--- src/bcsl_pkg.sv ---
// Constants and the loader state encoding of the boot code shadow loader.
package bcsl_pkg;

  // APB register map: printed offsets are word indexes, byte address is four times that.
  localparam int unsigned   ADDR_W         = 12;
  localparam logic [9:0]    CTRL_IDX       = 10'h08F;
  localparam logic [9:0]    STAT_IDX       = 10'h090;
  localparam logic [7:0]    CTRL_RESET     = 8'h00;

  // Field positions of clock_reset_shadow_control.
  localparam int unsigned   B_SOFT_RST     = 0;
  localparam int unsigned   B_REBOOT       = 1;
  localparam int unsigned   B_REMAP        = 2;
  localparam int unsigned   B_FLASH_SH     = 3;

  // Field positions of the loader status register.
  localparam int unsigned   S_BUSY         = 0;
  localparam int unsigned   S_PROT         = 1;
  localparam int unsigned   S_CNT_LSB      = 8;

  // Flash configuration byte and memory layout.
  localparam logic [18:0]   CFG_ADDR       = 19'h03FFF;
  localparam int unsigned   CNT_MSB        = 6;
  localparam int unsigned   PROT_BIT       = 7;
  localparam logic [19:0]   INT_BYTES      = 20'h04000;
  localparam int unsigned   BLOCK_SHIFT    = 15;
  localparam logic [6:0]    MAX_BLOCKS     = 7'h10;
  localparam logic [20:0]   ISRAM_TOP      = 21'h003FFF;
  localparam logic [20:0]   REMAP_LO       = 21'h004000;
  localparam logic [20:0]   REMAP_HI       = 21'h007FFF;

  // Timing: internal-only mirroring takes about this long at the nominal clock.
  localparam int unsigned   CLK_PERIOD_NS  = 10;
  localparam int unsigned   INT_LOAD_NS    = 4_100_000;
  localparam int unsigned   BYTE_PACE_CYC  = INT_LOAD_NS / CLK_PERIOD_NS / 16384;
  localparam logic [3:0]    RST_PULSE_CYC  = 4'h8;
  localparam logic [3:0]    SYNC_WAIT_CYC  = 4'h4;

  // Loader sequence, one-hot.
  typedef enum logic [4:0] {
    ST_WAIT = 5'h01,
    ST_CFG  = 5'h02,
    ST_INT  = 5'h04,
    ST_EXT  = 5'h08,
    ST_RUN  = 5'h10
  } bcsl_state_t;

endpackage : bcsl_pkg

--- src/bcsl_loader.sv ---
// Boot code shadow loader with its control register, strap mirror and program address routing.
// How it works
// - after reset or reboot copy flash code to SRAMs before the CPU runs.
// - the synchronised shadow strap decides whether external SRAM is filled.
// - in shadow mode read block count from bits 6..0 of flash byte 0x3FFF.
// - each count unit means 32K bytes; software stores a covering count.
// - the lowest 16K bytes of flash always go to internal SRAM.
// - bit 7 of the configuration byte is read protection, not count.
// - the block count is handed to the memory arbiter.
// - writing 1 to bit 0 pulses CPU and peripheral reset, then self-clears.
// - writing 1 to bit 1 restarts the whole boot and EEPROM reload, self-clears.
// - with remap set, program 16K..32K reaches flash 0..16K, except in shadow mode with flash access clear.
// - with remap clear, 16K..32K is untranslated and 0..16K is internal SRAM.
// - shadow mode with flash access set sends 16K and above to flash.
// - shadow mode with flash access clear sends 16K and above to external SRAM.
// - read-only bit 4 mirrors the shadow strap.
// - read-only bit 5 mirrors the EEPROM boot disable strap.
// - read-only bits 7..6 mirror the clock select straps.
// - without shadow mode the count is ignored and only 16K is mirrored.
// - count N of 1..16 fills the lowest N times 32K of external SRAM.
// - byte pacing gives about 4.1 ms for the internal copy at 100 MHz.
// - debugger code download is allowed only when read protection bit is 1.
module bcsl_loader #(
  parameter int unsigned BYTE_PACE = bcsl_pkg::BYTE_PACE_CYC
) (
  // Clock, reset and clock enable.
  input  wire logic                         pclk,
  input  wire logic                         presetn,
  input  wire logic                         ce,
  // APB slave.
  input  wire logic                         psel,
  input  wire logic                         penable,
  input  wire logic                         pwrite,
  input  wire logic [bcsl_pkg::ADDR_W-1:0]  paddr,
  input  wire logic [31:0]                  pwdata,
  output logic      [31:0]                  prdata,
  output logic                              pready,
  output logic                              pslverr,
  // Strap pins.
  input  wire logic                         shadow_en_pin,
  input  wire logic                         eeprom_boot_dis_pin,
  input  wire logic [1:0]                   clock_select_strap,
  // On-chip flash read port.
  output logic                              flash_rd_req,
  output logic      [18:0]                  flash_addr,
  input  wire logic                         flash_rd_valid,
  input  wire logic [7:0]                   flash_rd_data,
  // Internal program SRAM write port.
  output logic                              isram_we,
  output logic      [13:0]                  isram_addr,
  output logic      [7:0]                   isram_wdata,
  // External program SRAM write port.
  output logic                              xsram_we,
  output logic      [18:0]                  xsram_addr,
  output logic      [7:0]                   xsram_wdata,
  // CPU and chip control.
  output logic                              cpu_hold,
  output logic                              cpu_reset_n,
  output logic                              periph_reset,
  output logic                              eeprom_reload,
  output logic                              debug_read_allow,
  // Memory arbiter.
  output logic      [6:0]                   block_count,
  input  wire logic [20:0]                  prog_addr,
  output logic                              prog_sel_isram,
  output logic                              prog_sel_flash,
  output logic                              prog_sel_xsram,
  output logic      [20:0]                  prog_flash_addr
);

  // The pace counter is eight bits wide.
  if (BYTE_PACE > 255) begin : g_bad_pace
    $error("BYTE_PACE must not exceed 255");
  end

  // All state lives in one record, so a single register process owns every flop.
  typedef struct packed {
    bcsl_pkg::bcsl_state_t st;
    logic [3:0]            wait_cnt;
    logic [7:0]            pace;
    logic [19:0]           cnt;
    logic [19:0]           ext_end;
    logic                  shadow_lat;
    logic [6:0]            blk;
    logic                  prot;
    logic                  ctrl_rst;
    logic                  ctrl_rbt;
    logic                  remap;
    logic                  fa_sh;
    logic [3:0]            rst_cnt;
    logic                  eep_reload;
    logic                  flash_req;
    logic [18:0]           flash_addr;
    logic                  isram_we;
    logic [13:0]           isram_addr;
    logic                  xsram_we;
    logic [18:0]           xsram_addr;
    logic [7:0]            wdata;
    logic [31:0]           prdata;
    logic [2:0]            sh_s;
    logic [2:0]            eep_s;
    logic [1:0]            clk_s0;
    logic [1:0]            clk_s1;
    logic [1:0]            clk_s2;
    logic                  sh_v;
    logic                  eep_v;
    logic [1:0]            clk_v;
  } bcsl_regs_t;

  bcsl_regs_t s_reg;
  bcsl_regs_t s_next;

  // Matches a byte address against a word index.
  function automatic logic addr_hit(input logic [bcsl_pkg::ADDR_W-1:0] a,
                                    input logic [9:0]                  idx);
    addr_hit = (a == {idx, 2'b00});
  endfunction : addr_hit

  // Bytes to shadow externally; larger counts clamp to what the flash holds.
  function automatic logic [19:0] ext_len(input logic [6:0] n);
    logic [6:0] c;
    c = (n > bcsl_pkg::MAX_BLOCKS) ? bcsl_pkg::MAX_BLOCKS : n;
    ext_len = {c[4:0], 15'h0000};
  endfunction : ext_len

  // Bus decode helpers; the address match is exact, so misaligned offsets miss.
  logic apb_setup;
  logic apb_wr;
  logic hit_ctrl;
  logic hit_stat;
  logic [7:0] ctrl_view;

  // Bus decode; pready follows ce so a frozen block stalls the master.
  assign apb_setup = psel && !penable;
  assign apb_wr    = psel && penable && pwrite && ce;
  assign hit_ctrl  = addr_hit(paddr, bcsl_pkg::CTRL_IDX);
  assign hit_stat  = addr_hit(paddr, bcsl_pkg::STAT_IDX);
  assign pready    = ce;
  assign pslverr   = psel && penable && !(hit_ctrl || hit_stat);
  assign ctrl_view = {s_reg.clk_v, s_reg.eep_v, s_reg.sh_v, s_reg.fa_sh,
                      s_reg.remap, s_reg.ctrl_rbt, s_reg.ctrl_rst};

  // Next-state logic for every register of the block.
  always_comb begin
    s_next            = s_reg;
    s_next.isram_we   = 1'b0;
    s_next.xsram_we   = 1'b0;
    s_next.eep_reload = 1'b0;

    // Straps pass three flops; a new level is taken once the last two agree.
    s_next.sh_s   = {s_reg.sh_s[1:0], shadow_en_pin};
    s_next.eep_s  = {s_reg.eep_s[1:0], eeprom_boot_dis_pin};
    s_next.clk_s0 = clock_select_strap;
    s_next.clk_s1 = s_reg.clk_s0;
    s_next.clk_s2 = s_reg.clk_s1;
    if (s_reg.sh_s[1] == s_reg.sh_s[2]) begin
      s_next.sh_v = s_reg.sh_s[2];
    end
    if (s_reg.eep_s[1] == s_reg.eep_s[2]) begin
      s_next.eep_v = s_reg.eep_s[2];
    end
    if (s_reg.clk_s1 == s_reg.clk_s2) begin
      s_next.clk_v = s_reg.clk_s2;
    end

    // Soft reset: the bit starts a fixed pulse and clears itself.
    if (s_reg.ctrl_rst) begin
      s_next.ctrl_rst = 1'b0;
      s_next.rst_cnt  = bcsl_pkg::RST_PULSE_CYC;
    end else if (s_reg.rst_cnt != 4'h0) begin
      s_next.rst_cnt = s_reg.rst_cnt - 4'h1;
    end

    // Loader sequence.
    case (s_reg.st)
      bcsl_pkg::ST_WAIT: begin
        // Give the strap synchronisers time to settle before sampling.
        s_next.wait_cnt = s_reg.wait_cnt + 4'h1;
        if (s_reg.wait_cnt == bcsl_pkg::SYNC_WAIT_CYC) begin
          s_next.shadow_lat = s_reg.sh_v;
          s_next.flash_addr = bcsl_pkg::CFG_ADDR;
          s_next.flash_req  = 1'b1;
          s_next.st         = bcsl_pkg::ST_CFG;
        end
      end
      bcsl_pkg::ST_CFG: begin
        // The configuration byte is read once per boot; a later change waits for a reboot.
        if (flash_rd_valid) begin
          s_next.flash_req = 1'b0;
          s_next.prot      = flash_rd_data[bcsl_pkg::PROT_BIT];
          // Without shadow mode the count is dropped altogether.
          if (s_reg.shadow_lat) begin
            s_next.blk     = flash_rd_data[bcsl_pkg::CNT_MSB:0];
            s_next.ext_end = ext_len(flash_rd_data[bcsl_pkg::CNT_MSB:0]);
          end else begin
            s_next.blk     = 7'h00;
            s_next.ext_end = 20'h00000;
          end
          s_next.cnt  = 20'h00000;
          s_next.pace = 8'(BYTE_PACE);
          s_next.st   = bcsl_pkg::ST_INT;
        end
      end
      bcsl_pkg::ST_INT, bcsl_pkg::ST_EXT: begin
        if (s_reg.flash_req) begin
          if (flash_rd_valid) begin
            s_next.flash_req = 1'b0;
            s_next.wdata     = flash_rd_data;
            s_next.pace      = 8'(BYTE_PACE);
            if (s_reg.st == bcsl_pkg::ST_INT) begin
              s_next.isram_we   = 1'b1;
              s_next.isram_addr = s_reg.flash_addr[13:0];
              if (s_reg.cnt == bcsl_pkg::INT_BYTES - 20'h1) begin
                s_next.cnt = 20'h00000;
                // A count of zero leaves the external SRAM untouched.
                if (s_reg.shadow_lat && s_reg.ext_end != 20'h00000) begin
                  s_next.st = bcsl_pkg::ST_EXT;
                end else begin
                  s_next.st = bcsl_pkg::ST_RUN;
                end
              end else begin
                s_next.cnt = s_reg.cnt + 20'h1;
              end
            end else begin
              s_next.xsram_we   = 1'b1;
              s_next.xsram_addr = s_reg.flash_addr;
              if (s_reg.cnt == s_reg.ext_end - 20'h1) begin
                s_next.st = bcsl_pkg::ST_RUN;
              end else begin
                s_next.cnt = s_reg.cnt + 20'h1;
              end
            end
          end
        end else if (s_reg.pace != 8'h00) begin
          // Idle cycles between reads set the overall load time; zero pacing is legal but fast.
          s_next.pace = s_reg.pace - 8'h01;
        end else begin
          s_next.flash_req  = 1'b1;
          s_next.flash_addr = s_reg.cnt[18:0];
        end
      end
      bcsl_pkg::ST_RUN: begin
        s_next.st = bcsl_pkg::ST_RUN;
      end
      default: begin
        s_next.st = bcsl_pkg::ST_WAIT;
      end
    endcase

    // Reboot clears remap and flash access, pulses the EEPROM reload and reruns the loader.
    if (s_reg.ctrl_rbt) begin
      s_next.ctrl_rbt   = 1'b0;
      s_next.st         = bcsl_pkg::ST_WAIT;
      s_next.wait_cnt   = 4'h0;
      s_next.flash_req  = 1'b0;
      s_next.remap      = 1'b0;
      s_next.fa_sh      = 1'b0;
      // A copy write launched in this cycle is dropped, so nothing lands after the restart.
      s_next.isram_we   = 1'b0;
      s_next.xsram_we   = 1'b0;
      s_next.eep_reload = 1'b1;
    end

    // Read data is captured in the setup phase so the access phase needs no wait.
    if (apb_setup) begin
      if (hit_ctrl) begin
        s_next.prdata = {24'h000000, ctrl_view};
      end else if (hit_stat) begin
        s_next.prdata = {17'h00000, s_reg.blk, 6'h00, s_reg.prot,
                         s_reg.st != bcsl_pkg::ST_RUN};
      end else begin
        s_next.prdata = 32'h00000000;
      end
    end

    // Writes come last so a set in the clearing cycle is not lost.
    if (apb_wr && hit_ctrl) begin
      if (pwdata[bcsl_pkg::B_SOFT_RST]) begin
        s_next.ctrl_rst = 1'b1;
      end
      if (pwdata[bcsl_pkg::B_REBOOT]) begin
        s_next.ctrl_rbt = 1'b1;
      end
      s_next.remap = pwdata[bcsl_pkg::B_REMAP];
      s_next.fa_sh = pwdata[bcsl_pkg::B_FLASH_SH];
    end
  end

  // State register; a low clock enable freezes everything.
  always_ff @(posedge pclk or negedge presetn) begin
    if (!presetn) begin
      s_reg        <= '0;
      s_reg.st     <= bcsl_pkg::ST_WAIT;
      s_reg.remap  <= bcsl_pkg::CTRL_RESET[bcsl_pkg::B_REMAP];
      s_reg.fa_sh  <= bcsl_pkg::CTRL_RESET[bcsl_pkg::B_FLASH_SH];
    end else if (ce) begin
      s_reg <= s_next;
    end
  end

  // Registered outputs.
  assign prdata           = s_reg.prdata;
  assign flash_rd_req     = s_reg.flash_req;
  assign flash_addr       = s_reg.flash_addr;
  assign isram_we         = s_reg.isram_we;
  assign isram_addr       = s_reg.isram_addr;
  assign isram_wdata      = s_reg.wdata;
  assign xsram_we         = s_reg.xsram_we;
  assign xsram_addr       = s_reg.xsram_addr;
  assign xsram_wdata      = s_reg.wdata;
  assign eeprom_reload    = s_reg.eep_reload;
  assign debug_read_allow = s_reg.prot;
  assign block_count      = s_reg.blk;
  assign periph_reset     = s_reg.rst_cnt != 4'h0;

  // The CPU waits for the final pending write, not just the last flash read.
  assign cpu_hold    = (s_reg.st != bcsl_pkg::ST_RUN) || s_reg.isram_we
                       || s_reg.xsram_we;
  assign cpu_reset_n = !cpu_hold && !periph_reset;

  logic low_16k;
  logic in_remap;
  logic to_xsram;

  // Program address routing for the arbiter; combinational so fetches see no added latency.
  assign low_16k         = prog_addr <= bcsl_pkg::ISRAM_TOP;
  assign in_remap        = (prog_addr >= bcsl_pkg::REMAP_LO) && (prog_addr <= bcsl_pkg::REMAP_HI);
  assign to_xsram        = !low_16k && s_reg.shadow_lat && !s_reg.fa_sh;
  assign prog_sel_isram  = low_16k;
  assign prog_sel_xsram  = to_xsram;
  assign prog_sel_flash  = !low_16k && !to_xsram;
  assign prog_flash_addr = (s_reg.remap && in_remap) ? prog_addr - bcsl_pkg::REMAP_LO
                                                     : prog_addr;
endmodule : bcsl_loader

--- config.mk ---
export PLATFORM = sky130hd
export DESIGN_NAME = bcsl_loader
export DESIGN_NICKNAME = d
export VERILOG_FILES = /design/src/bcsl_pkg.sv /design/src/bcsl_loader.sv
export SDC_FILE = /design/constraint.sdc
export NUM_CORES = 1
export LEC_CHECK = 0
export BUFFER_PORTS_ARGS = -buffer_cell sky130_fd_sc_hd__buf_2
export CAP_MARGIN = 20
export CORE_MARGIN = 2
export CORE_UTILIZATION = 45
export CTS_CLUSTER_SIZE = 10
export DETAILED_ROUTE_END_ITERATION = 16
export PLACE_DENSITY_LB_ADDON = 0.05
export SKIP_LAST_GASP = 1
export SYNTH_ARGS = -nofsm -noshare
export SYNTH_HDL_FRONTEND = slang
export SYNTH_SLANG_ARGS = --single-unit
--- constraint.sdc ---
create_clock -name pclk -period 2.55 [get_ports pclk]
set_clock_uncertainty 0.1 [all_clocks]
set_input_delay 0.1275 -clock pclk [delete_from_list [all_inputs] [get_ports pclk]]
set_output_delay 0.1275 -clock pclk [all_outputs]
set_load 0.02 [all_outputs]
### Word level (Yosys, flattened, before mapping)

Index checks and enable logic that the tools add are counted.
W data, S select, Z words.

* bits in registers: 186
* input bits: 84
* output and inout bits: 141
* logic and storage cells: 168

* add/sub/neg operators: 6
* magnitude comparators: 4
* equality and inequality tests: 29
* muxes and demuxes: 48
* bitwise logic cells: 1
* reduce and logical (&&, ||, !) cells: 50

Operators with widths (number)
* $mux W20: 8
* $mux W43: 3
* $pmux W28 S2: 1
* $mux W48: 1
* $mux W15: 3
* $mux W5: 9
* $pmux W19 S2: 1
* $mux W28: 1
* $eq A12 B10 Y1 const B: 2
* $ge A21 B15 Y1 const B: 1
* $le A21 B14 Y1 const B: 1
* $le A21 B15 Y1 const B: 1
* $mux W21: 1
* $ne A3 B3 Y1 const B: 7
* $sub A21 B15 Y21 const B: 1
* $add A20 B1 Y20 const B: 1
* $eq A20 B14 Y1 const B: 1
* $eq A20 B20 Y1: 1
* $pmux W5 S4: 1
* $reduce_and A5 Y1: 4
* $reduce_bool A20 Y1: 1
* $sub A20 B1 Y20 const B: 1
* $mux W19: 1
* $mux W4: 4
* other kinds (34): 82

### Depth between registers and ports, before layout

Gate-level depths: netlist of the first run.

* depth in word-level cells: 9
* mapped depth: 10

### Least setup slack after synthesis of the first run

OpenSTA, ideal clock, no wires.

* kind: flip-flop to flip-flop
* start: reg s_reg[149] (netlist bit)
* end: reg s_reg[152] (netlist bit)
* library setup time: 0.092 ns
* data arrival time: 2.051 ns
* path slack: 0.307 ns
* stages on the path, launching flop included: 11
* cells stage by stage: dfrtp_1 > ha_1 > and3_1 > and3_1 > buf_2 > nand3_1 > o31ai_2 > or2_1 > buf_6 > buf_6 > o31ai_2

* longest elaborated chain between the ends: 6
* elaborated cells between the ends (all ways): 11
* classes of those cells: 1 x add/sub; 3 x eq/ne; 6 x mux; 1 x reduce/logical

Ends and longest elaborated chain
* from (decl): line bcsl_loader.sv:110 `bcsl_regs_t s_reg;`
* from (signal assigned): line bcsl_loader.sv:297 `s_reg <= s_next;`
* $add A20 B1 Y20 / $eq A20 B14 Y1 (equally long branches): line bcsl_loader.sv:222, bcsl_loader.sv:230, bcsl_loader.sv:213
* $mux W20 (on tied branches): line bcsl_loader.sv:227, bcsl_loader.sv:213
* $mux W20: line bcsl_loader.sv:210 `if (s_reg.st == bcsl_pkg::ST_INT) begin`
* $mux W28: line bcsl_loader.sv:206 `if (flash_rd_valid) begin`
* $mux W20: line bcsl_loader.sv:205 `if (s_reg.flash_req) begin`
* $pmux W28 S2: line bcsl_loader.sv:175 `case (s_reg.st)`

Parallel ways exist; a longest one is shown, timed or not. The select of a mux whose other input is x is not followed.
A chain may end at the register's enable or synchronous reset.

### Final worst setup path of the first run

* start: reg s_reg[182] (netlist bit)
* end: reg s_reg[185] (netlist bit)

* longest elaborated chain between the ends: 6
* elaborated cells between the ends (all ways): 18
* classes of those cells: 11 x eq/ne; 5 x mux; 2 x reduce/logical

Ends and longest elaborated chain
* $eq A5 B3 Y1: line bcsl_loader.sv:175, bcsl_loader.sv:210
* $mux W5: line bcsl_loader.sv:210
* $mux W5: line bcsl_loader.sv:206
* $mux W5: line bcsl_loader.sv:205
* $pmux W5 S4: line bcsl_loader.sv:175
* $mux W9: line bcsl_loader.sv:251 `if (s_reg.ctrl_rbt) begin`

Parallel ways exist; a longest one is shown, timed or not. The select of a mux whose other input is x is not followed.

==> impl_metrics.yaml, run 1 <==
timing:
  relSlewSlack: 0.537
  fin_setup_tns_ps: 0
  final-max-slew-violation-count: 0
  setup_ws_ps: 147
  fmax_mhz: 416
  fin_crit_sh: 0.942
  finalSetupViolations: 0
  tightest_slew_ps: 692
  fin_crit_ps: 2400
  hold_viol: 0
  rsz0062_at_grt: "no"
placed_design:
  place_ws_ps: 135
  gp_congestion: 0.889
  place_area_mm2: 0.00882
  numPortBuffers: 179
  dp_hpwl_um: 14100
synth:
  async_reset_ff_frac: 1.00
  avgSynthCellArea_um2: 9.75
  synthesis.area_mm2: 0.00835
  yosys_warnings: 0
  synth-main-ff-cell: "dfrtp_1"
  syn-instance-count: 856
  ys_ff_latch: 154
  ys_seq_area_frac: 0.462
  synth.distinct_cells: 63
  synth_edf_count: 0
route:
  postRouteAntennaNets: 0
  drt_wl_total_um: 19400
  detail_route.drc_violations: 0
  vias_per_cell: 5.27
  drt_iter0_drc: 427
  firstDrtPassIters: 5
  num_vias: 6358
  wl_per_cell_um: 16.1
min_path:
  holdCritStartpoint: "pwrite"
  hp-class: "input port to flop"
  hold_path_depth: 5
  hold_end: "ctrl_view[2]"
setup_path:
  arrival_ps: 2610
  reg2reg_slack_ps: 150
  cp.required_ps: 2750
  timing.rr.end: "s_reg[185]"
  reg2regPathDepth: 5
  r2r_start: "s_reg[182]"
  worstSetupStartpointType: "flop"
  endpoint_kind: "flop"
  path_class: "flop to flop"
  crit_path_max_fanout: 10
global_route:
  grt_start_max_net_pins: 59
  grt_usage: 0.201
  antenna_found_initial: 0
  grt_pass1_wl_um: 31800
  first_global_vias: 6117
  grt-ovfl-total: 0
finish:
  num-nets-final: 1058
  n_antenna_cell: 0
  layout_commonest_cell: "buf_2"
  final_cell_mix: "buf_2 (178), dfrtp_1 (153), nand2_1 (103)"
  drive_gt1_frac: 0.316
  design_area_mm2: 0.00960
  largest_reg_flops: 51
  area_delta_synth_final_pct: 15.1
flow_run:
  cap_violations: 0
clock_network:
  clk_pin_slew_ps: 60
  clk_latency_ps: 420
  cts_buffers: 17
  ctsLongestPathBuffers: 2
  cts_num_sinks: 154
  cts_tree: "done"
  cts_max_level: 4
  root_buffer: "clkbuf_16"
die:
  coreArea_mm2: 0.0181
  pin_count: 225
  start_util: 0.462
  fp.dieW_um: 140
  die_h_um: 140
  die_area_mm2: 0.0197
  floorplan.rows: 49
power_and_ir_drop:
  peakVddDrop_mv: 0.649
  p_leak_nw: 4.63
  powerDensity_mw_per_mm2: 928
status:
  status: "finished clean"
-- cells by family after synthesis --
kind of cell / after synthesis / share of synthesized area
compound gates: 170 / 0.130
xor+xnor: 16 / 0.0168
fa+ha+maj: 9 / 0.0135
buf+inv: 182 / 0.141
flops: 154 / 0.462
mux: 58 / 0.0779
other cells: 1 / 0.000449
simple gates: 266 / 0.158
-- report_power, final --
part	leakage (nW)	internal, mW	switching, mW	total [mW]
combinational	2.32	1.15	1.67	2.82
clock	0.290	1.40	1.12	2.52
sequential	2.02	3.02	0.545	3.56
total	4.63	5.57	3.34	8.91
-- cell type report --
cell class	count	area, µm²
sequential	154	3850
clock inverter	15	174
clock buffer	17	425
fill	1661	8480
timing repair buffer	231	1380
multi-input combinational	536	3390
inverter	25	93.8
tap	229	287
-- what timing repair did --
action | in CTS | in global routing
endpoints found under the setup margin | 0 | 18
gates resized for setup | 0 | 3
endpoints found under the hold margin | 81 | 0
hold buffers | 17 | 0
buffers inserted | 0 | 0
-- how the worst max path moves through the flow --
stage | from | endpoint | slack (ps) | cells past startpoint
2_1_floorplan | s_reg[149] | s_reg[152] | 310 | 10
3_3_place_gp | s_reg[169] | flash_addr[16] | 190 | 10
3_5_place_dp | s_reg[182] | s_reg[185] | 130 | 5
4_1_cts | s_reg[182] | s_reg[185] | 130 | 5
5_1_grt | s_reg[150] | s_reg[167] | 10 | 8
6_report | s_reg[182] | s_reg[185] | 150 | 5
-- cells in the mapped netlist, types with 3 or more instances --
| cell | count | area (µm²) |
|---|---|---|
| nand3_1 | 17 | 85.1 |
| or2_1 | 3 | 18.8 |
| ha_1 | 9 | 113 |
| nand2b_1 | 8 | 50.1 |
| nor3_1 | 19 | 95.1 |
| o21ai_0 | 61 | 305 |
| nand2_1 | 103 | 387 |
| or2_2 | 3 | 18.8 |
| and2_1 | 3 | 18.8 |
| nand4_1 | 10 | 62.6 |
| nor4_1 | 7 | 43.8 |
| xor2_1 | 6 | 52.6 |
| o31ai_2 | 4 | 50.1 |
| o21ai_1 | 31 | 155 |
| and3_1 | 7 | 43.8 |
| inv_1 | 25 | 93.8 |
| a22o_1 | 8 | 70.1 |
| a21oi_1 | 15 | 75.1 |
| o31ai_1 | 14 | 105 |
| nand3b_1 | 7 | 52.6 |
| and4_1 | 5 | 43.8 |
| mux2_1 | 17 | 191 |
| a31oi_1 | 9 | 56.3 |
| buf_4 | 125 | 938 |
| xnor2_1 | 10 | 87.6 |
| mux2_2 | 39 | 439 |
| buf_2 | 10 | 50.1 |
| o41ai_1 | 5 | 43.8 |
| clkbuf_1 | 20 | 75.1 |
| dfrtp_1 | 153 | 3830 |
| or3_1 | 7 | 43.8 |
| o2bb2ai_1 | 3 | 26.3 |
| nor2_1 | 52 | 195 |
-- stage by stage --
stage	util	hold WS [ps]	cells	power, mW
3_3_place_gp	0.488	19.7	1158	6.31
3_5_place_dp	0.488	35.0	1158	6.41
6_report	0.531	19.3	1207	8.91
2_1_floorplan	-	-268	872	5.96
4_1_cts	0.530	2.45	1207	9.00
5_1_grt	0.531	44.3	1207	9.45
-- critical path: stages (launching register included) --
cell	delay, ps
dfrtp_1	500
or3_4	470
nor2_4	190
o31ai_4	160
o31ai_2	480
mux2_1	370
-- routing by layer --
layer | vias up | wire, µm | global-route usage
met3 | 22 | 1020 | 0.0400
met4 | 0 | 312 | 0.0558
li1 | 3058 | - | -
met2 | 177 | 8980 | 0.317
met5 | - | 0 | 0
met1 | 3101 | 9130 | 0.285
(Power assumes the default switching activity.)
==> inputs of run 2 (changes only) <==
==> constraint.sdc (replaced) <==
create_clock -name pclk -period 2.55 [get_ports pclk]
set_clock_uncertainty 0.1 [all_clocks]
set_input_delay 0.255 -clock pclk [delete_from_list [all_inputs] [get_ports pclk]]
set_output_delay 0.255 -clock pclk [all_outputs]
set_load 0.02 [all_outputs]
==> impl_metrics.yaml, run 2 (same netlist as run 1, synthesis figures left out) <==
status:
  status: "finished clean"
clock_network:
  root_buffer: "clkbuf_16"
  cts_max_level: 4
  cts_buffers: 17
  cts_num_sinks: 154
  ctsLongestPathBuffers: 2
  cts_tree: "done"
  clk_latency_ps: 430
  clk_pin_slew_ps: 60
global_route:
  grt_start_max_net_pins: 59
  gr-usage-met1: 0.274
  use_met2: 0.306
  grt_pass1_wl_um: 30900
  grt-ovfl-total: 0
  busiest_layer: "met2"
  met3_usage: 0.0434
  antenna_found_initial: 0
  first_global_vias: 5997
  grt_usage: 0.196
timing:
  fin_setup_tns_ps: 0
  rsz0062_at_grt: "yes"
  tightest_slew_ps: 561
  fin_crit_ps: 2480
  finalSetupViolations: 0
  hold_viol: 0
  fmax_mhz: 404
  relSlewSlack: 0.626
  fin_crit_sh: 0.971
  final-max-slew-violation-count: 0
finish:
  drive_gt1_frac: 0.320
  layoutNonFillerInstCount: 1206
  utilization: 0.529
  largest_reg_flops: 51
  area_delta_synth_final_pct: 14.5
  num-nets-final: 1056
  final_cell_mix: "buf_2 (178), dfrtp_1 (153), nand2_1 (103)"
  layout_commonest_cell: "buf_2"
setup_path:
  crit_path_max_fanout: 8
  cp_slowest_cell: "o41a_1"
  cp.required_ps: 2190
  arrival_ps: 2120
  crit_path_frequent_cell: "buf_2"
  cp_cell_sequence: "buf_2 > inv_1 > ha_1 > nor4b_2 > and4_1 > o41a_1 > o21ai_2 > nor4_1 > or2_2 > buf_2"
  path_class: "input port to output port"
  cp_top_family: "simple AND/OR/NAND/NOR gates"
  worstSetupStartpointType: "input port"
  endpoint_kind: "output port"
  path_buf_inv: 3
  critPathMaxStageDelay_ps: 430
die:
  fp.dieW_um: 140
  die_h_um: 140
  die_area_mm2: 0.0197
  floorplan.rows: 49
  coreArea_mm2: 0.0181
  pin_count: 225
  start_util: 0.462
power_and_ir_drop:
  powerDensity_mw_per_mm2: 918
  p_leak_nw: 4.61
  peakVddDrop_mv: 0.517
min_path:
  hp-class: "input port to flop"
route:
  vias_per_cell: 5.24
  detail_route.drc_violations: 0
  num_vias: 6318
  drt_wl_total_um: 19200
  firstDrtPassIters: 4
  postRouteAntennaNets: 0
  wl_per_cell_um: 15.9
  drt_iter0_drc: 301
placed_design:
  numPortBuffers: 179
  place_inst: 1158
  gp_congestion: 0.879
  dp_hpwl_um: 14100
flow_run:
  cap_violations: 0
run 2: cell types whose count changed in the layout (fill, tap and decap cells not counted), sizes merged:
cell / before / now
dlygate4sd3: 17 / 15
bufinv: 1 / 0
clkbuf: 17 / 18
clkinv: 4 / 5
clkinvlp: 2 / 1
diode: 0 / 1
run 2: metrics by stage:
| step | total power, mW | hold WS [ps] | setup WS, ps | cell area, µm² |
|---|---|---|---|---|
| floorplan | 5.96 | -141 | 276 | 8410 |
| global route | 9.28 | 7.44 | -42.6 | 9560 |
| finish | 8.78 | 23.3 | 74.6 | 9560 |
| CTS | 8.86 | 0.291 | 120 | 9540 |
| global placement | 6.29 | 161 | 169 | 8820 |
| detailed placement | 6.38 | 170 | 128 | 8820 |
run 2: power breakdown:
| group | internal [mW] | switching (mW) |
|---|---|---|
| logic | 1.14 | 1.66 |
| registers | 3.02 | 0.540 |
| clock network | 1.31 | 1.10 |
| total | 5.47 | 3.30 |
run 2: area by class of cell:
class                      instances  area, µm²
fill                            1613       8530
sequential                       154       3850
multi-input combinational        536       3400
timing repair buffer             229       1350
clock buffer                      18        439
tap                              229        287
clock inverter                    14        129
inverter                          25       93.8
antenna                            1       2.50
run 2: worst reg2reg max path, cell delays in order (launching register included):
cell and delay, ps:
dfrtp_1 510, or3_4 470, nor2_4 210, o31ai_4 170, o31ai_2 460, mux2_1 360
run 2: per-layer routing:
layer	routed length (µm)	vias to the layer above
met5	0	-
met4	310	0
met3	800	27
met2	8940	156
met1	9170	3075
li1	-	3060
run 2: final timing paths:
| path | start | end | slack [ps] | depth (start not counted) |
|---|---|---|---|---|
| min in group asynchronous | presetn | s_next[14] | 250 | 2 |
| hold / removal | flash_rd_data[6] | isram_wdata[6] | 20 | 2 |
| hold reg to reg | prdata[8] | prdata[8] | 380 | 2 |
| setup / recovery | prog_addr[15] | prog_flash_addr[17] | 70 | 10 |
| max in group asynchronous | presetn | s_reg[181] | 1290 | 3 |
| setup reg to reg | s_reg[182] | s_reg[183] | 150 | 5 |
run 2: timing repair:
item,in CTS,in global routing
resized for setup,0,5
hold buffers,15,0
endpoints found under the hold margin,71,0
buffers inserted,0,0
setup endpoints to repair,0,6
==> inputs of run 3 (changes only) <==
- clock period: 2.55 -> 3.1 ns (I/O delays scaled with it)
==> impl_metrics.yaml, run 3 (same netlist as run 1, synthesis figures left out) <==
timing:
  relSlewSlack: 0.488
  final-max-slew-violation-count: 0
  rsz0062_at_grt: "no"
  tightest_slew_ps: 760
  fin_crit_ps: 2640
  finalSetupViolations: 0
  hold_viol: 0
  fin_setup_tns_ps: 0
  fin_crit_sh: 0.852
  fmax_mhz: 379
finish:
  fillers: 1670
  largest_reg_flops: 51
  area_delta_synth_final_pct: 11.8
  utilization: 0.516
  drive_gt1_frac: 0.304
  num-nets-final: 1028
  final_cell_mix: "buf_2 (178), dfrtp_1 (153), nand2_1 (103)"
  layout_commonest_cell: "buf_2"
placed_design:
  gp_congestion: 0.870
  dp_hpwl_um: 13600
  numPortBuffers: 179
global_route:
  antenna_found_initial: 0
  grt_usage: 0.197
  first_global_vias: 6107
  grt_pass1_wl_um: 31500
  grt-ovfl-total: 0
  grt_start_max_net_pins: 93
clock_network:
  cts_resized: 0
  ctsHoldBuffers: 6
  root_buffer: "clkbuf_16"
  cts_setup_buffers: 0
  clk_latency_ps: 430
  cts_max_level: 4
  cts_buffers: 17
  cts_num_sinks: 154
  ctsLongestPathBuffers: 2
  clk_pin_slew_ps: 60
  cts_tree: "done"
route:
  postRouteAntennaNets: 0
  drt_iter0_drc: 371
  num_vias: 6208
  detail_route.drc_violations: 0
  vias_per_cell: 5.27
  drt_wl_total_um: 18900
  firstDrtPassIters: 5
  wl_per_cell_um: 16.0
setup_path:
  critPathMaxStageDelay_ps: 670
  cp_num_cells: 8
  arrival_ps: 2230
  cp_top_family: "simple AND/OR/NAND/NOR gates"
  cp.required_ps: 2690
  path_buf_inv: 2
  reg2regPathDepth: 8
  endpoint_kind: "output port"
  crit_path_max_fanout: 5
  path_class: "input port to output port"
  cp_cell_sequence: "buf_2 > nand4_1 > nor4_1 > a211oi_1 > o21ai_0 > nor4_1 > or2_2 > buf_2"
  cp_slowest_cell: "nor4_1"
  worstSetupStartpointType: "input port"
power_and_ir_drop:
  powerDensity_mw_per_mm2: 782
  p_leak_nw: 4.48
  peakVddDrop_mv: 0.529
min_path:
  hp-class: "input port to flop"
  hold_path_depth: 3
die:
  die_area_mm2: 0.0197
  floorplan.rows: 49
  die_h_um: 140
  start_util: 0.462
  fp.dieW_um: 140
  coreArea_mm2: 0.0181
  pin_count: 225
flow_run:
  cap_violations: 0
status:
  status: "finished clean"
==> run 3: cell types whose count changed in the layout (fill, tap and decap cells not counted) <==
cell / before / now
or2_1: 2 / 3
clkinv_2: 2 / 0
nor3_2: 4 / 3
o21ai_2: 1 / 0
dlygate4sd3_1: 15 / 6
bufinv_16: 0 / 2
nor4b_2: 2 / 1
clkbuf_8: 1 / 0
buf_4: 32 / 14
or2_4: 1 / 0
nor4b_1: 1 / 2
nor3_1: 17 / 18
buf_12: 3 / 2
o21ai_0: 60 / 61
==> run 3: layout make-up <==
cell class | instances | area, µm² | share of cell area
Antenna cell | 1 | 2.50 | 0.000268
Timing Repair Buffer | 201 | 1110 | 0.119
Sequential cell | 154 | 3850 | 0.413
Inverter | 25 | 93.8 | 0.0101
Multi-Input combinational cell | 536 | 3380 | 0.363
Clock inverter | 14 | 179 | 0.0192
Tap cell | 229 | 287 | 0.0307
Clock buffer | 17 | 425 | 0.0456
==> run 3: worst min-delay path, cell delays in order <==
cell and delay (ps):
buf_2 90, nand2_1 40, o21ai_0 60
==> run 3: power by group <==
group          leakage, nW  internal, mW  total (mW)  switching, mW
logic                 2.17         0.886        2.24           1.35
registers             2.02          2.48        2.92          0.440
clock network        0.294          1.22        2.14          0.917
total                 4.48          4.59        7.30           2.71
==> run 3: path summary, 6_finish.rpt <==
path                         startpoint                  end  slack [ps]
setup / recovery           prog_addr[0]  prog_flash_addr[19]         460
hold / removal                pwdata[0]         ctrl_view[0]          20
min in group asynchronous       presetn         ctrl_view[6]         180
setup reg to reg             s_reg[169]           s_reg[172]         490
hold reg to reg               prdata[9]            prdata[9]         380
max in group asynchronous       presetn           s_reg[181]        1890
==> run 3: through the flow <==
stage	instance area, µm²	setup WS [ps]	hold slack [ps]	std cells	power, mW
6_report	9330	459	17.1	1177	7.30
2_1_floorplan	8410	716	-85.6	872	4.90
3_3_place_gp	8670	534	66.3	1139	5.12
5_1_grt	9330	165	7.81	1176	7.76
4_1_cts	9330	473	0.813	1176	7.38
3_5_place_dp	8670	482	70.2	1139	5.20
==> run 3: layer usage <==
layer / part of all wire / track usage / vias up / routed length [µm]
met3: 0.044 / 0.0458 / 21 / 834
met4: 0.014 / 0.0484 / 0 / 260
met5: 0 / 0 / - / 0
li1: - / - / 3005 / -
met1: 0.48 / 0.276 / 3039 / 9090
met2: 0.46 / 0.311 / 143 / 8680
